===== src/pkg/tmr_vote_pkg.sv =====
// Shared constants and types for the redundant input voter.
// Assumes a 250 MHz APB clock and three 16-channel input boards.
package tmr_vote_pkg;

  // Board and channel counts
  localparam int NCH  = 16;
  localparam int NBRD = 3;

  // Clock and scan timing
  localparam int CLK_PS    = 4000;                // Clock period in ps
  localparam int SCAN_NS   = 1000;                // Default scan period in ns
  localparam int SCAN_CYC  = (SCAN_NS * 1000) / CLK_PS;

  // Register byte offsets
  localparam logic [7:0] A_CTRL  = 8'h00;         // Enable and mode
  localparam logic [7:0] A_SCAN  = 8'h04;         // Scan period in cycles
  localparam logic [7:0] A_VOTED = 8'h08;         // Voted channel word
  localparam logic [7:0] A_FAULT = 8'h0c;         // Board health bits
  localparam logic [7:0] A_DISC  = 8'h10;         // Packed discrepancy word
  localparam logic [7:0] A_ISTAT = 8'h14;         // Sticky events, write one clears
  localparam logic [7:0] A_IMASK = 8'h18;         // Event enables
  localparam logic [7:0] A_HLOC  = 8'h1c;         // Host chassis and slot

  // Control fields and reset values
  localparam int          CTRL_EN      = 0;       // Scanning enabled
  localparam int          CTRL_SIMPLEX = 1;       // Single board pass-through
  localparam logic [1:0]  CTRL_RST     = 2'h1;
  localparam logic [15:0] SCAN_RST     = 16'(SCAN_CYC);
  localparam logic [15:0] SCAN_MIN     = 16'h0002;

  // Event bits
  localparam int         EV_DISC  = 0;            // Some channel disagrees
  localparam int         EV_FAULT = 1;            // A board turned faulty
  localparam int         EV_SCAN  = 2;            // A scan completed
  localparam int         EV_W     = 3;
  localparam logic [2:0] IMASK_RST = 3'h0;

  // Host location fields and limits
  localparam int         HLOC_CH_LSB  = 0;
  localparam int         HLOC_SL_LSB  = 8;
  localparam int         HLOC_BAD_BIT = 16;
  localparam logic [3:0] HCH_MAX      = 4'ha;
  localparam logic [3:0] HSL_MAX_C1   = 4'h8;
  localparam logic [3:0] HSL_MAX_EXP  = 4'hc;
  localparam logic [3:0] HLOC_RST     = 4'h1;

  // One board as seen on its pins
  typedef struct packed {
    logic             present;                    // Board fitted
    logic             fault;                      // Board reports a fault
    logic [NCH-1:0]   data;                       // Channel 1 in bit 0
  } board_in_t;

  // One scan's worth of results
  typedef struct packed {
    logic [NCH-1:0]   voted;                      // Voted channel values
    logic [NBRD-1:0]  fault;                      // Board 1 in bit 0
    logic [NCH-1:0]   disc;                       // Channel 1 in bit 0
  } scan_res_t;

endpackage : tmr_vote_pkg


===== src/verilog/vote_core.sv =====
// Combinational per-channel vote and discrepancy for three boards.
// Assumes the board samples are already in the pclk domain.
`timescale 1ns/100ps
module vote_core
  import tmr_vote_pkg::*;
(
  // Board samples
  input  wire tmr_vote_pkg::board_in_t brd [tmr_vote_pkg::NBRD],
  input  wire logic                    simplex,
  // Results
  output logic [tmr_vote_pkg::NCH-1:0] voted,
  output logic [tmr_vote_pkg::NCH-1:0] disc
);
  import tmr_vote_pkg::*;

  // Two of three majority
  function automatic logic maj3(input logic [2:0] v);
    maj3 = (v[0] & v[1]) | (v[0] & v[2]) | (v[1] & v[2]);
  endfunction : maj3

  logic [NBRD-1:0] pres;                          // Fitted boards

  always_comb begin
    for (int b = 0; b < NBRD; b++) begin
      pres[b] = brd[b].present;
    end
  end

  // One voter per channel
  genvar c;
  generate
    for (c = 0; c < NCH; c++) begin : g_ch
      logic [NBRD-1:0] ones;                      // Present boards reading high
      assign ones = pres & {brd[2].data[c], brd[1].data[c], brd[0].data[c]};
      always_comb begin
        if (simplex) begin
          voted[c] = brd[0].data[c];
          disc[c]  = 1'b0;
        end else if (&pres) begin
          voted[c] = maj3(ones);
          disc[c]  = (ones != 3'h0) && (ones != 3'h7);
        end else begin
          // Degraded: remaining boards must agree high
          voted[c] = (pres != 3'h0) && (ones == pres);
          disc[c]  = (ones != 3'h0) && (ones != pres);
        end
      end
    end
  endgenerate

endmodule : vote_core


===== src/verilog/tmr_input_voter.sv =====
// Top of the redundant input voter: pin sync, scan timing, result
// registers, APB register file and interrupt.
// Assumes board pins are asynchronous to pclk.
//
// Our own choices: the register offsets and register access over APB.
`timescale 1ns/100ps
module tmr_input_voter
  import tmr_vote_pkg::*;
(
  // Clock and reset
  input  wire logic                      pclk,
  input  wire logic                      presetn,
  // APB slave
  input  wire logic [7:0]                paddr,
  input  wire logic                      psel,
  input  wire logic                      penable,
  input  wire logic                      pwrite,
  input  wire logic [31:0]               pwdata,
  output logic [31:0]                    prdata,
  output logic                           pready,
  output logic                           pslverr,
  // Board pins
  input  wire tmr_vote_pkg::board_in_t   board_pin [tmr_vote_pkg::NBRD],
  // Results
  output tmr_vote_pkg::scan_res_t        result,
  output logic                           disc_flag [tmr_vote_pkg::NCH],
  output logic                           scan_strobe,
  // Interrupt
  output logic                           irq
);
  import tmr_vote_pkg::*;

  // Address decode, used by the error path
  function automatic logic addr_ok(input logic [7:0] a);
    addr_ok = (a == A_CTRL) || (a == A_SCAN) || (a == A_VOTED) ||
              (a == A_FAULT) || (a == A_DISC) || (a == A_ISTAT) ||
              (a == A_IMASK) || (a == A_HLOC);
  endfunction : addr_ok

  // Register state
  board_in_t       sync1_r [NBRD];                // First sync stage
  board_in_t       sync2_r [NBRD];                // Second sync stage
  logic [1:0]      ctrl_r;                        // Enable and simplex
  logic [15:0]     scan_r;                        // Scan period
  logic [15:0]     cnt_r;                         // Scan divider
  logic            tick_r;                        // Scan enable pulse
  scan_res_t       res_r;                         // Result registers
  logic            dflag_r [NCH];                 // Unpacked flags
  logic            strobe_r;                      // Result updated
  logic [EV_W-1:0] istat_r;                       // Sticky events
  logic [EV_W-1:0] imask_r;                       // Event enables
  logic            irq_r;                         // Interrupt level
  logic [3:0]      hch_r;                         // Host chassis number
  logic [3:0]      hsl_r;                         // Host slot number
  logic [31:0]     prdata_r;
  logic            pready_r;
  logic            pslverr_r;

  // Combinational terms
  scan_res_t       res_nxt;                       // Result of this scan
  logic [NCH-1:0]  voted_w;
  logic [NCH-1:0]  disc_w;
  logic [EV_W-1:0] ev_w;                          // Events this cycle
  logic [EV_W-1:0] istat_nxt;
  logic            hloc_bad;                      // Host location out of range
  logic            acc;                           // First access cycle
  logic            wr_en;                         // Write takes effect
  logic            simplex;

  assign simplex = ctrl_r[CTRL_SIMPLEX];
  assign acc     = psel & penable & ~pready_r;
  assign wr_en   = psel & penable & pready_r & pwrite;

  // Two-stage synchroniser on all board pins
  always_ff @(posedge pclk or negedge presetn) begin
    if (!presetn) begin
      for (int b = 0; b < NBRD; b++) begin
        sync1_r[b] <= '0;
        sync2_r[b] <= '0;
      end
    end else begin
      for (int b = 0; b < NBRD; b++) begin
        sync1_r[b] <= board_pin[b];
        sync2_r[b] <= sync1_r[b];
      end
    end
  end

  // Per-channel voter on synchronised samples
  vote_core u_vote (
    .brd     (sync2_r),
    .simplex (simplex),
    .voted   (voted_w),
    .disc    (disc_w)
  );

  // Host location range check
  always_comb begin
    hloc_bad = (hch_r == 4'h0) || (hch_r > HCH_MAX) || (hsl_r == 4'h0) ||
               (hsl_r > ((hch_r == 4'h1) ? HSL_MAX_C1 : HSL_MAX_EXP));
  end

  // Scan divider: one tick each period while enabled and located
  always_ff @(posedge pclk or negedge presetn) begin
    if (!presetn) begin
      cnt_r  <= 16'h0000;
      tick_r <= 1'b0;
    end else if (!ctrl_r[CTRL_EN] || hloc_bad) begin
      // Idle: clear divider
      cnt_r  <= 16'h0000;
      tick_r <= 1'b0;
    end else if (cnt_r >= scan_r - 16'h0001) begin
      // Period reached
      cnt_r  <= 16'h0000;
      tick_r <= 1'b1;
    end else begin
      cnt_r  <= cnt_r + 16'h0001;
      tick_r <= 1'b0;
    end
  end

  // Assemble the next result from one set of samples
  always_comb begin
    res_nxt.voted = voted_w;
    res_nxt.disc  = disc_w;
    if (simplex) begin
      // Single board health only
      res_nxt.fault = {2'h0, sync2_r[0].fault | ~sync2_r[0].present};
    end else begin
      for (int b = 0; b < NBRD; b++) begin
        res_nxt.fault[b] = sync2_r[b].fault | ~sync2_r[b].present;
      end
    end
  end

  // Result registers load together on the scan tick
  always_ff @(posedge pclk or negedge presetn) begin
    if (!presetn) begin
      res_r    <= '0;
      strobe_r <= 1'b0;
      for (int c = 0; c < NCH; c++) begin
        dflag_r[c] <= 1'b0;
      end
    end else begin
      strobe_r <= tick_r;
      if (tick_r) begin
        res_r <= res_nxt;
        for (int c = 0; c < NCH; c++) begin
          dflag_r[c] <= res_nxt.disc[c];
        end
      end
    end
  end

  // Events raised by a scan
  always_comb begin
    ev_w           = '0;
    ev_w[EV_SCAN]  = tick_r;
    ev_w[EV_DISC]  = tick_r & (|res_nxt.disc);
    ev_w[EV_FAULT] = tick_r & (|(res_nxt.fault & ~res_r.fault));
    // Set wins over a clear in the same cycle
    istat_nxt = istat_r;
    if (wr_en && paddr == A_ISTAT) begin
      istat_nxt = istat_r & ~pwdata[EV_W-1:0];
    end
    istat_nxt = istat_nxt | ev_w;
  end

  // Sticky status and interrupt level
  always_ff @(posedge pclk or negedge presetn) begin
    if (!presetn) begin
      istat_r <= '0;
      irq_r   <= 1'b0;
    end else begin
      istat_r <= istat_nxt;
      irq_r   <= |(istat_nxt & imask_r);
    end
  end

  // Writable registers
  always_ff @(posedge pclk or negedge presetn) begin
    if (!presetn) begin
      ctrl_r  <= CTRL_RST;
      scan_r  <= SCAN_RST;
      imask_r <= IMASK_RST;
      hch_r   <= HLOC_RST;
      hsl_r   <= HLOC_RST;
    end else if (wr_en) begin
      unique case (paddr)
        A_CTRL:  ctrl_r  <= pwdata[1:0];
        // Keep at least two cycles per scan
        A_SCAN:  scan_r  <= (pwdata[15:0] < SCAN_MIN) ? SCAN_MIN : pwdata[15:0];
        A_IMASK: imask_r <= pwdata[EV_W-1:0];
        A_HLOC: begin
          hch_r <= pwdata[HLOC_CH_LSB +: 4];
          hsl_r <= pwdata[HLOC_SL_LSB +: 4];
        end
        // Read-only or unmapped: ignored
        default: ;
      endcase
    end
  end

  // APB answer: one wait state, data and error registered
  always_ff @(posedge pclk or negedge presetn) begin
    if (!presetn) begin
      pready_r  <= 1'b0;
      pslverr_r <= 1'b0;
      prdata_r  <= 32'h0000_0000;
    end else begin
      pready_r  <= acc;
      pslverr_r <= acc & ~addr_ok(paddr);
      if (acc && !pwrite) begin
        unique case (paddr)
          A_CTRL:  prdata_r <= {30'h0, ctrl_r};
          A_SCAN:  prdata_r <= {16'h0, scan_r};
          A_VOTED: prdata_r <= {16'h0, res_r.voted};
          A_FAULT: prdata_r <= {29'h0, res_r.fault};
          A_DISC:  prdata_r <= {16'h0, res_r.disc};
          A_ISTAT: prdata_r <= {29'h0, istat_r};
          A_IMASK: prdata_r <= {29'h0, imask_r};
          A_HLOC:  prdata_r <= {15'h0, hloc_bad, 4'h0, hsl_r, 4'h0, hch_r};
          default: prdata_r <= 32'h0000_0000;
        endcase
      end else begin
        prdata_r <= 32'h0000_0000;
      end
    end
  end

  // Outputs straight from flops
  assign prdata      = prdata_r;
  assign pready      = pready_r;
  assign pslverr     = pslverr_r;
  assign result      = res_r;
  assign disc_flag   = dflag_r;
  assign scan_strobe = strobe_r;
  assign irq         = irq_r;

  // Checking helpers on synchronised samples
  logic [NCH-1:0] d0, d1, d2;
  logic [2:0]     pres_w;
  logic [2:0]     flt_w;
  assign d0     = sync2_r[0].data;
  assign d1     = sync2_r[1].data;
  assign d2     = sync2_r[2].data;
  assign pres_w = {sync2_r[2].present, sync2_r[1].present, sync2_r[0].present};
  assign flt_w  = {sync2_r[2].fault, sync2_r[1].fault, sync2_r[0].fault};

  property p_vote_maj;
    @(posedge pclk) disable iff (!presetn)
    tick_r && !simplex && pres_w == 3'h7 |=>
      result.voted == $past((d0 & d1) | (d0 & d2) | (d1 & d2));
  endproperty
  a_vote_maj: assert property (p_vote_maj) else $error("majority vote wrong");

  property p_vote_level;
    @(posedge pclk) disable iff (!presetn)
    tick_r && !simplex && pres_w == 3'h7 && d0 == d1 && d1 == d2 |=>
      result.voted == $past(d0);
  endproperty
  a_vote_level: assert property (p_vote_level) else $error("agreed level lost");

  property p_fault3;
    @(posedge pclk) disable iff (!presetn)
    tick_r && !simplex |=> result.fault == $past(flt_w | ~pres_w);
  endproperty
  a_fault3: assert property (p_fault3) else $error("board fault bits wrong");

  property p_disc;
    @(posedge pclk) disable iff (!presetn)
    tick_r && !simplex && pres_w == 3'h7 |=>
      result.disc == $past((d0 ^ d1) | (d1 ^ d2));
  endproperty
  a_disc: assert property (p_disc) else $error("discrepancy word wrong");

  property p_disc_clear;
    @(posedge pclk) disable iff (!presetn)
    tick_r && !simplex && pres_w == 3'h7 && result.disc != 16'h0000 &&
      d0 == d1 && d1 == d2 |=>
      result.disc == 16'h0000 && disc_flag[0] == 1'b0 && disc_flag[15] == 1'b0;
  endproperty
  a_disc_clear: assert property (p_disc_clear) else $error("discrepancy held");

  property p_unpacked;
    @(posedge pclk) disable iff (!presetn)
    strobe_r |-> disc_flag[0] == result.disc[0] && disc_flag[15] == result.disc[15];
  endproperty
  a_unpacked: assert property (p_unpacked) else $error("flag order wrong");

  property p_simplex;
    @(posedge pclk) disable iff (!presetn)
    tick_r && simplex |=> result.voted == $past(d0) && result.disc == 16'h0000;
  endproperty
  a_simplex: assert property (p_simplex) else $error("simplex pass wrong");

  property p_simplex_flt;
    @(posedge pclk) disable iff (!presetn)
    tick_r && simplex |=>
      result.fault == {2'h0, $past(sync2_r[0].fault | ~sync2_r[0].present)};
  endproperty
  a_simplex_flt: assert property (p_simplex_flt) else $error("simplex fault wrong");

  property p_degraded;
    @(posedge pclk) disable iff (!presetn)
    tick_r && !simplex && pres_w == 3'h3 |=> result.voted == $past(d0 & d1);
  endproperty
  a_degraded: assert property (p_degraded) else $error("two-board vote wrong");

  property p_hold;
    @(posedge pclk) disable iff (!presetn)
    !tick_r |=> $stable(result) ##0 !scan_strobe;
  endproperty
  a_hold: assert property (p_hold) else $error("result moved off scan");

  property p_hloc;
    @(posedge pclk) disable iff (!presetn)
    hloc_bad |=> !tick_r [*2];
  endproperty
  a_hloc: assert property (p_hloc) else $error("scan with bad location");

  // Main scenarios
  c_simplex:  cover property (@(posedge pclk) disable iff (!presetn) tick_r && simplex);
  c_disc:     cover property (@(posedge pclk) disable iff (!presetn) strobe_r && |result.disc);
  c_degraded: cover property (@(posedge pclk) disable iff (!presetn) tick_r && pres_w == 3'h3);
  c_irq:      cover property (@(posedge pclk) disable iff (!presetn) $rose(irq));

endmodule : tmr_input_voter


===== config.mk =====
export PLATFORM = sky130hd
export DESIGN_NAME = tmr_input_voter
export DESIGN_NICKNAME = d
export VERILOG_FILES = /design/src/pkg/tmr_vote_pkg.sv /design/src/verilog/vote_core.sv /design/src/verilog/tmr_input_voter.sv
export SDC_FILE = /design/constraint.sdc
export NUM_CORES = 1
export LEC_CHECK = 0
export ABC_CLOCK_PERIOD_IN_PS = 9200
export BUFFER_PORTS_ARGS = -buffer_cell sky130_fd_sc_hd__buf_2
export CAP_MARGIN = 40
export CORE_ASPECT_RATIO = 0.6
export CORE_MARGIN = 8
export CORE_UTILIZATION = 60
export DETAILED_ROUTE_END_ITERATION = 16
export PLACE_DENSITY = 0.88
export SYNTH_ARGS = -nofsm -noshare
export SYNTH_HDL_FRONTEND = slang
export SYNTH_SLANG_ARGS = --single-unit

===== constraint.sdc =====
create_clock -name pclk -period 9.2 [get_ports pclk]
set_input_delay 1.84 -clock pclk [delete_from_list [all_inputs] [get_ports pclk]]
set_output_delay 1.84 -clock pclk [all_outputs]
set_load 0.01 [all_outputs]

==> metrics, run 1 <==
# fillers=1079; CTS Buffer Depth=3; Chip Height=114 microns; Initial Utilization=61.8%; Area contributors post-synth=dfrtp_1 (53%), xor2_1 (5.3%), a222oi_1 (3.6%); clock skew=0.0117 ns; final wirelength=24800 microns; Yosys top cell area share=53.4%; num ports=186; first-pass GRT wire length=38900 microns; Iter 0 DRT Violations=842; drt first pass iters=6; Post CTS Setup Buffer Count=0; YS warnings=0; Critical Path Fanout Max=18; Req. time, crit path=9.58 ns; clock root cell=clkbuf_16; biggest area consumer among synthesized cells=dfrtp_1; GPL Wtd Cong=0.889; Arr. time, crit path=4.59 ns; clk_lat worst skew=0.50 ns; endpoint class of the critical path=flop; crit-path cells=buf_2 -> or4_4 -> nor3_2 -> nor3b_4 -> and2_1 -> mux2_1; CP max-delay cell=and2_1; post-layout total power=1930 uW; # resized after CTS=0; CTS Hold Buffers Added=0; GR met3 Demand/Resource=6.83%; antenna cell count=0; worst hold slack=0.347 ns; Post-synth ARST share=100%; Net count, final=1087; synthesized flop and latch total=213; Final HPWL DP=17700 microns; Synth Instances=842; setup violators final=0; synth-to-layout area growth=14.8%; Post-synth EDFFs=0; full die area=0.0204 sq mm; Port Buffers=154; Cell Pwr Density=176 mW/mm^2; final setup TNS=0 ns; GRT met2 Usage=35.3%; final hold violation count=0; Area after DPL=0.0103 sq mm; fmax=237 MHz; core area=0.0155 sq mm; drt drc=0; buffer and inverter count on the worst path=1; Rows=35; Overall Global Routing Usage=24.1%; placed insts=1150; clock-pin slew on the worst setup and hold paths=0.07 ns; Mapped Area=0.00956 sq mm; status=complete, no violations; average wire per standard cell=20.9 microns; Hold Path Class=reg2reg; max cap viols=0; RSZ-0062 raised after global routing=no; met1 usage in global routing=33.9%; Final Cell Area=0.0110 sq mm; worst slew pin tran=0.854 ns; register area share after synthesis=55.9%; GR peak layer=met2; Final Cycle Share=45.8%; Yosys cell types=57; Tmin final=4.21 ns; total CTS buffers=20; CTS tree=yes; CP top delay family=simple AND/OR/NAND/NOR gates; layout cell share with drive strength beyond 1=23.3%; fin cells=1186; Via Count=7299; Antenna Nets Post-Route=0; GRT overflow=0; largest net degree at the start of global routing=74; Die X-Extent=179 microns; CP startpoint kind=input pin; Via density=6.15; Syn Area/Cell=11.3 sq um; main flop type after synthesis=dfrtp_1; initial antenna violation count=0; LEAKAGE=0.00524 uW; clock sinks=213; crit-path max cell delay=0.76 ns; vias in the first global route=7213; Slew headroom=43.0%; H-Tree Depth=1; Final Max Tran Viols=0; VDD IR-drop max=0.000182 V; CP Class=in2reg
==> sequential cells by signal, summed over array words and instances (netlist names), 2 cells and up <==
name	cells
result	35
imask_r	3
hch_r	4
hsl_r	4
flt_w	3
istat_r	3
d1	16
prdata	17
pres_w	3
d0	16
cnt_r	16
d2	16
ctrl_r	2
scan_r	16
sync1_r	54
==> placed cells by master, fill, tap and decap left out, drive strengths merged, types with 19 or more instances in the layout <==
cell type  count
clkbuf        29
ha            19
buf          165
nor2          61
a21oi         29
inv           33
a31oi         20
nand2         77
dfrtp        204
a222oi        34
mux2          28
o21ai         23
xor2          58
==> power breakdown <==
group	leakage, uW	switching (uW)	internal (uW)
Combinational	0.00226	81.2	48.1
Sequential	0.00267	20.9	962
Clock	0.000310	350	468
Total	0.00524	452	1480
==> Yosys cell counts (4+ instances only) <==
| cell type | n |
|---|---|
| a31oi_1 | 20 |
| nor4_1 | 10 |
| buf_4 | 31 |
| mux2_1 | 14 |
| xnor2_1 | 18 |
| a2bb2oi_1 | 16 |
| nor3_1 | 6 |
| nand3_1 | 15 |
| buf_6 | 6 |
| a21o_1 | 4 |
| nand2_1 | 77 |
| nand2b_1 | 4 |
| o21ai_0 | 22 |
| buf_2 | 6 |
| nand4_1 | 7 |
| inv_1 | 32 |
| clkbuf_1 | 27 |
| dfrtp_1 | 204 |
| ha_1 | 19 |
| and3_1 | 5 |
| o21a_1 | 16 |
| a222oi_1 | 34 |
| and2_1 | 7 |
| xor2_1 | 58 |
| dfstp_2 | 9 |
| mux2_2 | 14 |
| o2bb2ai_1 | 16 |
| a21oi_1 | 29 |
| buf_1 | 4 |
| o221ai_1 | 16 |
| nor2_1 | 60 |
| nor2b_1 | 5 |
==> metrics by stage <==
step	utilization (%)	setup WS, ns
2_1_floorplan	-	5.48
3_3_place_gp	66.3	4.62
3_5_place_dp	66.7	4.54
4_1_cts	71.0	5.07
5_1_grt	71.0	4.86
6_report	71.0	4.99
==> per-layer routing <==
metal | vias to the layer above | routed length (microns)
met4 | 0 | 660
met2 | 444 | 10900
met5 | - | 0
li1 | 3222 | -
met3 | 55 | 3090
met1 | 3578 | 10200
==> final timing paths <==
kind                        startpoint          to  slack (ns)  depth (start not counted)
max in group asynchronous      presetn    flt_w[2]        6.41                          4
hold reg to reg            sync1_r[53]   pres_w[0]        0.35                          0
hold / removal             sync1_r[53]   pres_w[0]        0.35                          0
setup reg to reg             scan_r[2]    cnt_r[2]        5.58                         12
min in group asynchronous      presetn       d1[9]        1.31                          1
setup / recovery              paddr[0]  scan_r[10]        4.99                          6
==> logic make-up after synthesis <==
family,count (synthesis),synth area share (%)
simple gates,212,10.7
fa+ha+maj,19,2.49
mux,28,3.30
other cells,1,0.0392
buf+inv,107,5.98
xor+xnor,76,6.97
compound gates,186,14.6
flops,213,55.9
==> cell type report <==
| class | count | area (sq um) | area share, % |
|---|---|---|---|
| Clock buffer | 28 | 572 | 5.21 |
| Clock inverter | 8 | 83.8 | 0.764 |
| Inverter | 32 | 120 | 1.10 |
| Multi-Input combinational cell | 536 | 3690 | 33.7 |
| Sequential cell | 213 | 5340 | 48.7 |
| Tap cell | 203 | 254 | 2.32 |
| Timing Repair Buffer | 166 | 902 | 8.22 |
(Power assumes the default switching activity.)
==> run 2: changes to the inputs <==
--- a/config.mk
+++ b/config.mk
@@ -5,14 +5,15 @@
 export SDC_FILE = /design/constraint.sdc
 export NUM_CORES = 1
 export LEC_CHECK = 0
-export ABC_CLOCK_PERIOD_IN_PS = 9200
+export ABC_AREA = 1
+export ABC_CLOCK_PERIOD_IN_PS = 3700
 export BUFFER_PORTS_ARGS = -buffer_cell sky130_fd_sc_hd__buf_2
 export CAP_MARGIN = 40
 export CORE_ASPECT_RATIO = 0.6
 export CORE_MARGIN = 8
-export CORE_UTILIZATION = 60
+export CORE_UTILIZATION = 50
 export DETAILED_ROUTE_END_ITERATION = 16
-export PLACE_DENSITY = 0.88
+export PLACE_DENSITY = 0.78
 export SYNTH_ARGS = -nofsm -noshare
 export SYNTH_HDL_FRONTEND = slang
 export SYNTH_SLANG_ARGS = --single-unit
==> constraint.sdc (replaced) <==
create_clock -name pclk -period 3.7 [get_ports pclk]
set_input_delay 0.74 -clock pclk [delete_from_list [all_inputs] [get_ports pclk]]
set_output_delay 0.74 -clock pclk [all_outputs]
set_load 0.01 [all_outputs]
==> metrics, run 2 <==
Slew headroom=49.5% (was 43.0%); Chip Height=124 microns (was 114 microns); Post CTS Setup Buffer Count=0 (unchanged); worst slew pin tran=0.751 ns (was 0.854 ns); CP Class=reg2reg (was in2reg); # resized after CTS=0 (unchanged); layout cell share with drive strength beyond 1=21.4% (was 23.3%); largest net degree at the start of global routing=85 (was 74); final setup TNS=0 ns (unchanged); drt drc=0 (unchanged); Gate power share=5.6% (was 6.7%); status=complete, no violations (unchanged); drt first pass iters=6 (unchanged); Top reg by flops=sync1_r (unchanged); reg-to-reg endpoint=cnt_r[6] (was cnt_r[2]); power share of the clock group=43.8% (was 42.4%); Req. time, crit path=4.07 ns (was 9.58 ns); LEAKAGE=0.00596 uW (was 0.00524 uW); biggest area consumer among synthesized cells=dfrtp_1 (unchanged); synthesized flop and latch total=213 (unchanged); vias in the first global route=7724 (was 7213); clock root cell=clkbuf_16 (unchanged); Port Buffers=154 (unchanged); clock skew=0.0145 ns (was 0.0117 ns); Via density=5.21 (was 6.15); H-Tree Depth=1 (unchanged); worst hold slack=0.273 ns (was 0.347 ns); full die area=0.0244 sq mm (was 0.0204 sq mm); average wire per standard cell=16.8 microns (was 20.9 microns); num ports=186 (unchanged); Die X-Extent=196 microns (was 179 microns); Post-synth ARST share=100% (unchanged); Sequential Power Share=50.6% (was 50.9%); Mapped Area=0.00975 sq mm (was 0.00956 sq mm); GRT met2 Usage=31.1% (was 35.3%); Synth Instances=1063 (was 842); Yosys top cell area share=52.4% (was 53.4%); YS warnings=0 (unchanged); RSZ-0062 raised after global routing=no (unchanged); Tmin final=3.20 ns; antenna cell count=0 (unchanged); most frequent cells in the layout=nand2_1 (268), dfrtp_1 (204), buf_2 (153), inv_1 (127), nand3_1 (111) (was dfrtp_1 (204), buf_2 (153), nand2_1 (77), nor2_1 (60), xor2_1 (58)); GR met3 Demand/Resource=5.94% (was 6.83%); Reg-to-Reg Start=scan_r[0] (was scan_r[2]); Area contributors post-synth=dfrtp_1 (52%), nand2_1 (10%), nand3_1 (5.7%) (was dfrtp_1 (53%), xor2_1 (5.3%), a222oi_1 (3.6%)); crit path from=scan_r[0] (was paddr[0]); register area share after synthesis=54.8% (was 55.9%); GPL Wtd Cong=0.865 (was 0.889); Critical Path Fanout Max=17 (was 18); Via Count=7706 (was 7299); Antenna Nets Post-Route=0 (unchanged); VDD IR-drop max=0.000376 V (was 0.000182 V); CTS tree=yes (unchanged); Initial Utilization=51.1% (was 61.8%); Multi-input gate area=0.00350 sq mm (was 0.00369 sq mm); top-count cell post-synth=nand2_1 (was dfrtp_1); endpoint class of the critical path=flop (unchanged); core area=0.0191 sq mm (was 0.0155 sq mm); Net count, final=1317 (was 1087); Final Max Tran Viols=0 (unchanged); clock-pin slew on the worst setup and hold paths=0.07 ns (about the same); clk_lat worst skew=0.50 ns (about the same); commonest cells in the synthesized netlist=nand2_1 (268), dfrtp_1 (204), inv_1 (127) (was dfrtp_1 (204), nand2_1 (77), nor2_1 (60)); initial antenna violation count=0 (unchanged); most common cell after layout, fill and taps aside=nand2_1 (was dfrtp_1); Cell Pwr Density=426 mW/mm^2 (was 176 mW/mm^2); clock sinks=213 (unchanged); Final Cycle Share=86.4%; final wirelength=24900 microns (was 24800 microns); met1 usage in global routing=28.7% (was 33.9%); Net Sw Frac=22.9% (was 23.4%); Iter 0 DRT Violations=781 (was 842); GRT overflow=0 (unchanged); Yosys cell types=50 (was 57); Int Power=3700 uW (was 1480 uW); CTS Buffer Depth=3 (unchanged); Syn Area/Cell=9.17 sq um (was 11.3 sq um); FF-to-FF path depth=17 (was 12); fmax=313 MHz; max cap viols=0 (unchanged); setup violators final=0 (unchanged); CP startpoint kind=flop (was input pin); final hold violation count=0 (unchanged); Hold Path Class=in2async (was reg2reg); synth-to-layout area growth=15.4% (was 14.8%); Sequential Area=0.00534 sq mm (unchanged); CTS Hold Buffers Added=0 (unchanged); Post-synth EDFFs=0 (unchanged); Rows=39 (was 35); GR peak layer=met2 (unchanged); Overall Global Routing Usage=20.6% (was 24.1%); main flop type after synthesis=dfrtp_1 (unchanged); max FFs per register=54 (unchanged); Arr. time, crit path=3.56 ns (was 4.59 ns); first-pass GRT wire length=40200 microns (was 38900 microns); P_sw=1100 uW (was 452 uW); total CTS buffers=20 (unchanged); worst reg-to-reg setup slack=0.50 ns (was 5.58 ns); Final HPWL DP=18900 microns (was 17700 microns); # fillers=1676 (was 1079)
run 2: cell types whose count changed in the layout (fill, tap and decap cells not counted), moves of 15 or more:
cell and delta:
a31oi_1 -20, a2bb2oi_1 -16, nand2_1 +191, o21ai_0 +28, inv_1 +95, nand3_1 +96, a222oi_1 -34, o21a_1 -16
o211ai_1 +17, a21oi_1 -15, xor2_1 -51
run 2: cell type report:
type | count | share of cell area (%)
Timing Repair Buffer | 166 | 7.91
Inverter | 134 | 4.51
Sequential cell | 213 | 47.5
Clock buffer | 25 | 4.98
Tap cell | 266 | 2.96
Multi-Input combinational cell | 664 | 31.1
Clock inverter | 11 | 1.03
run 2: cells by family after synthesis:
| kind of cell | after synthesis | synth area share (%) |
|---|---|---|
| muxes | 4 | 0.616 |
| and+or+nand+nor | 472 | 21.4 |
| AOI/OAI and AO/OA | 142 | 9.79 |
| adders and majority gates | 19 | 2.44 |
| other | 1 | 0.0385 |
| buffers and inverters | 200 | 9.82 |
| xor gates and xnor gates | 12 | 1.08 |
| DFF | 213 | 54.8 |
run 2: worst max path at each step:
stage                      to  slack (ns)
floorplan           cnt_r[10]        0.88
detailed placement   cnt_r[8]        0.52
finish               cnt_r[6]        0.50
global placement    cnt_r[13]        0.56
CTS                  cnt_r[5]        0.50
global route           tick_r        0.09
run 2: worst max-delay path: stages (launching register included):
cell and delay, ns:
dfrtp_1 0.41, inv_1 0.17, ha_1 0.23, nand3_1 0.16, nor2_1 0.19, nand2_1 0.09, or2_1 0.26, nor2_1 0.12
xor2_1 0.15, inv_1 0.05, ha_1 0.26, nand2_1 0.05, inv_1 0.05, nand3_1 0.08, nor3_1 0.14, nand2_1 0.07
nand2_1 0.46, nor2_1 0.12
run 2: metal layers:
layer  wire length (microns)  part of all wire, %
met1                   11400                   46
met2                   10600                   43
met3                    2240                  9.0
met4                     565                  2.3
met5                       0                    0
run 2: metrics by stage:
stage	setup WS (ns)	cells	util (%)	power, uW	instance area [sq um]
after global placement	0.559	1442	55.4	2730	10600
after CTS	0.498	1479	59.0	4840	11300
after floorplan	0.878	1077	-	2610	9800
after detailed placement	0.517	1443	55.4	2740	10600
final	0.502	1479	59.0	4790	11300
after global routing	0.0934	1479	59.0	4980	11300
run 2: power groups by stage:
stage	combinational, uW	clock [uW]	sequential [uW]
global placement	258	0	2470
finish	269	2100	2430
CTS	270	2140	2430
floorplan	153	0	2450
global route	305	2240	2430
detailed placement	268	0	2470
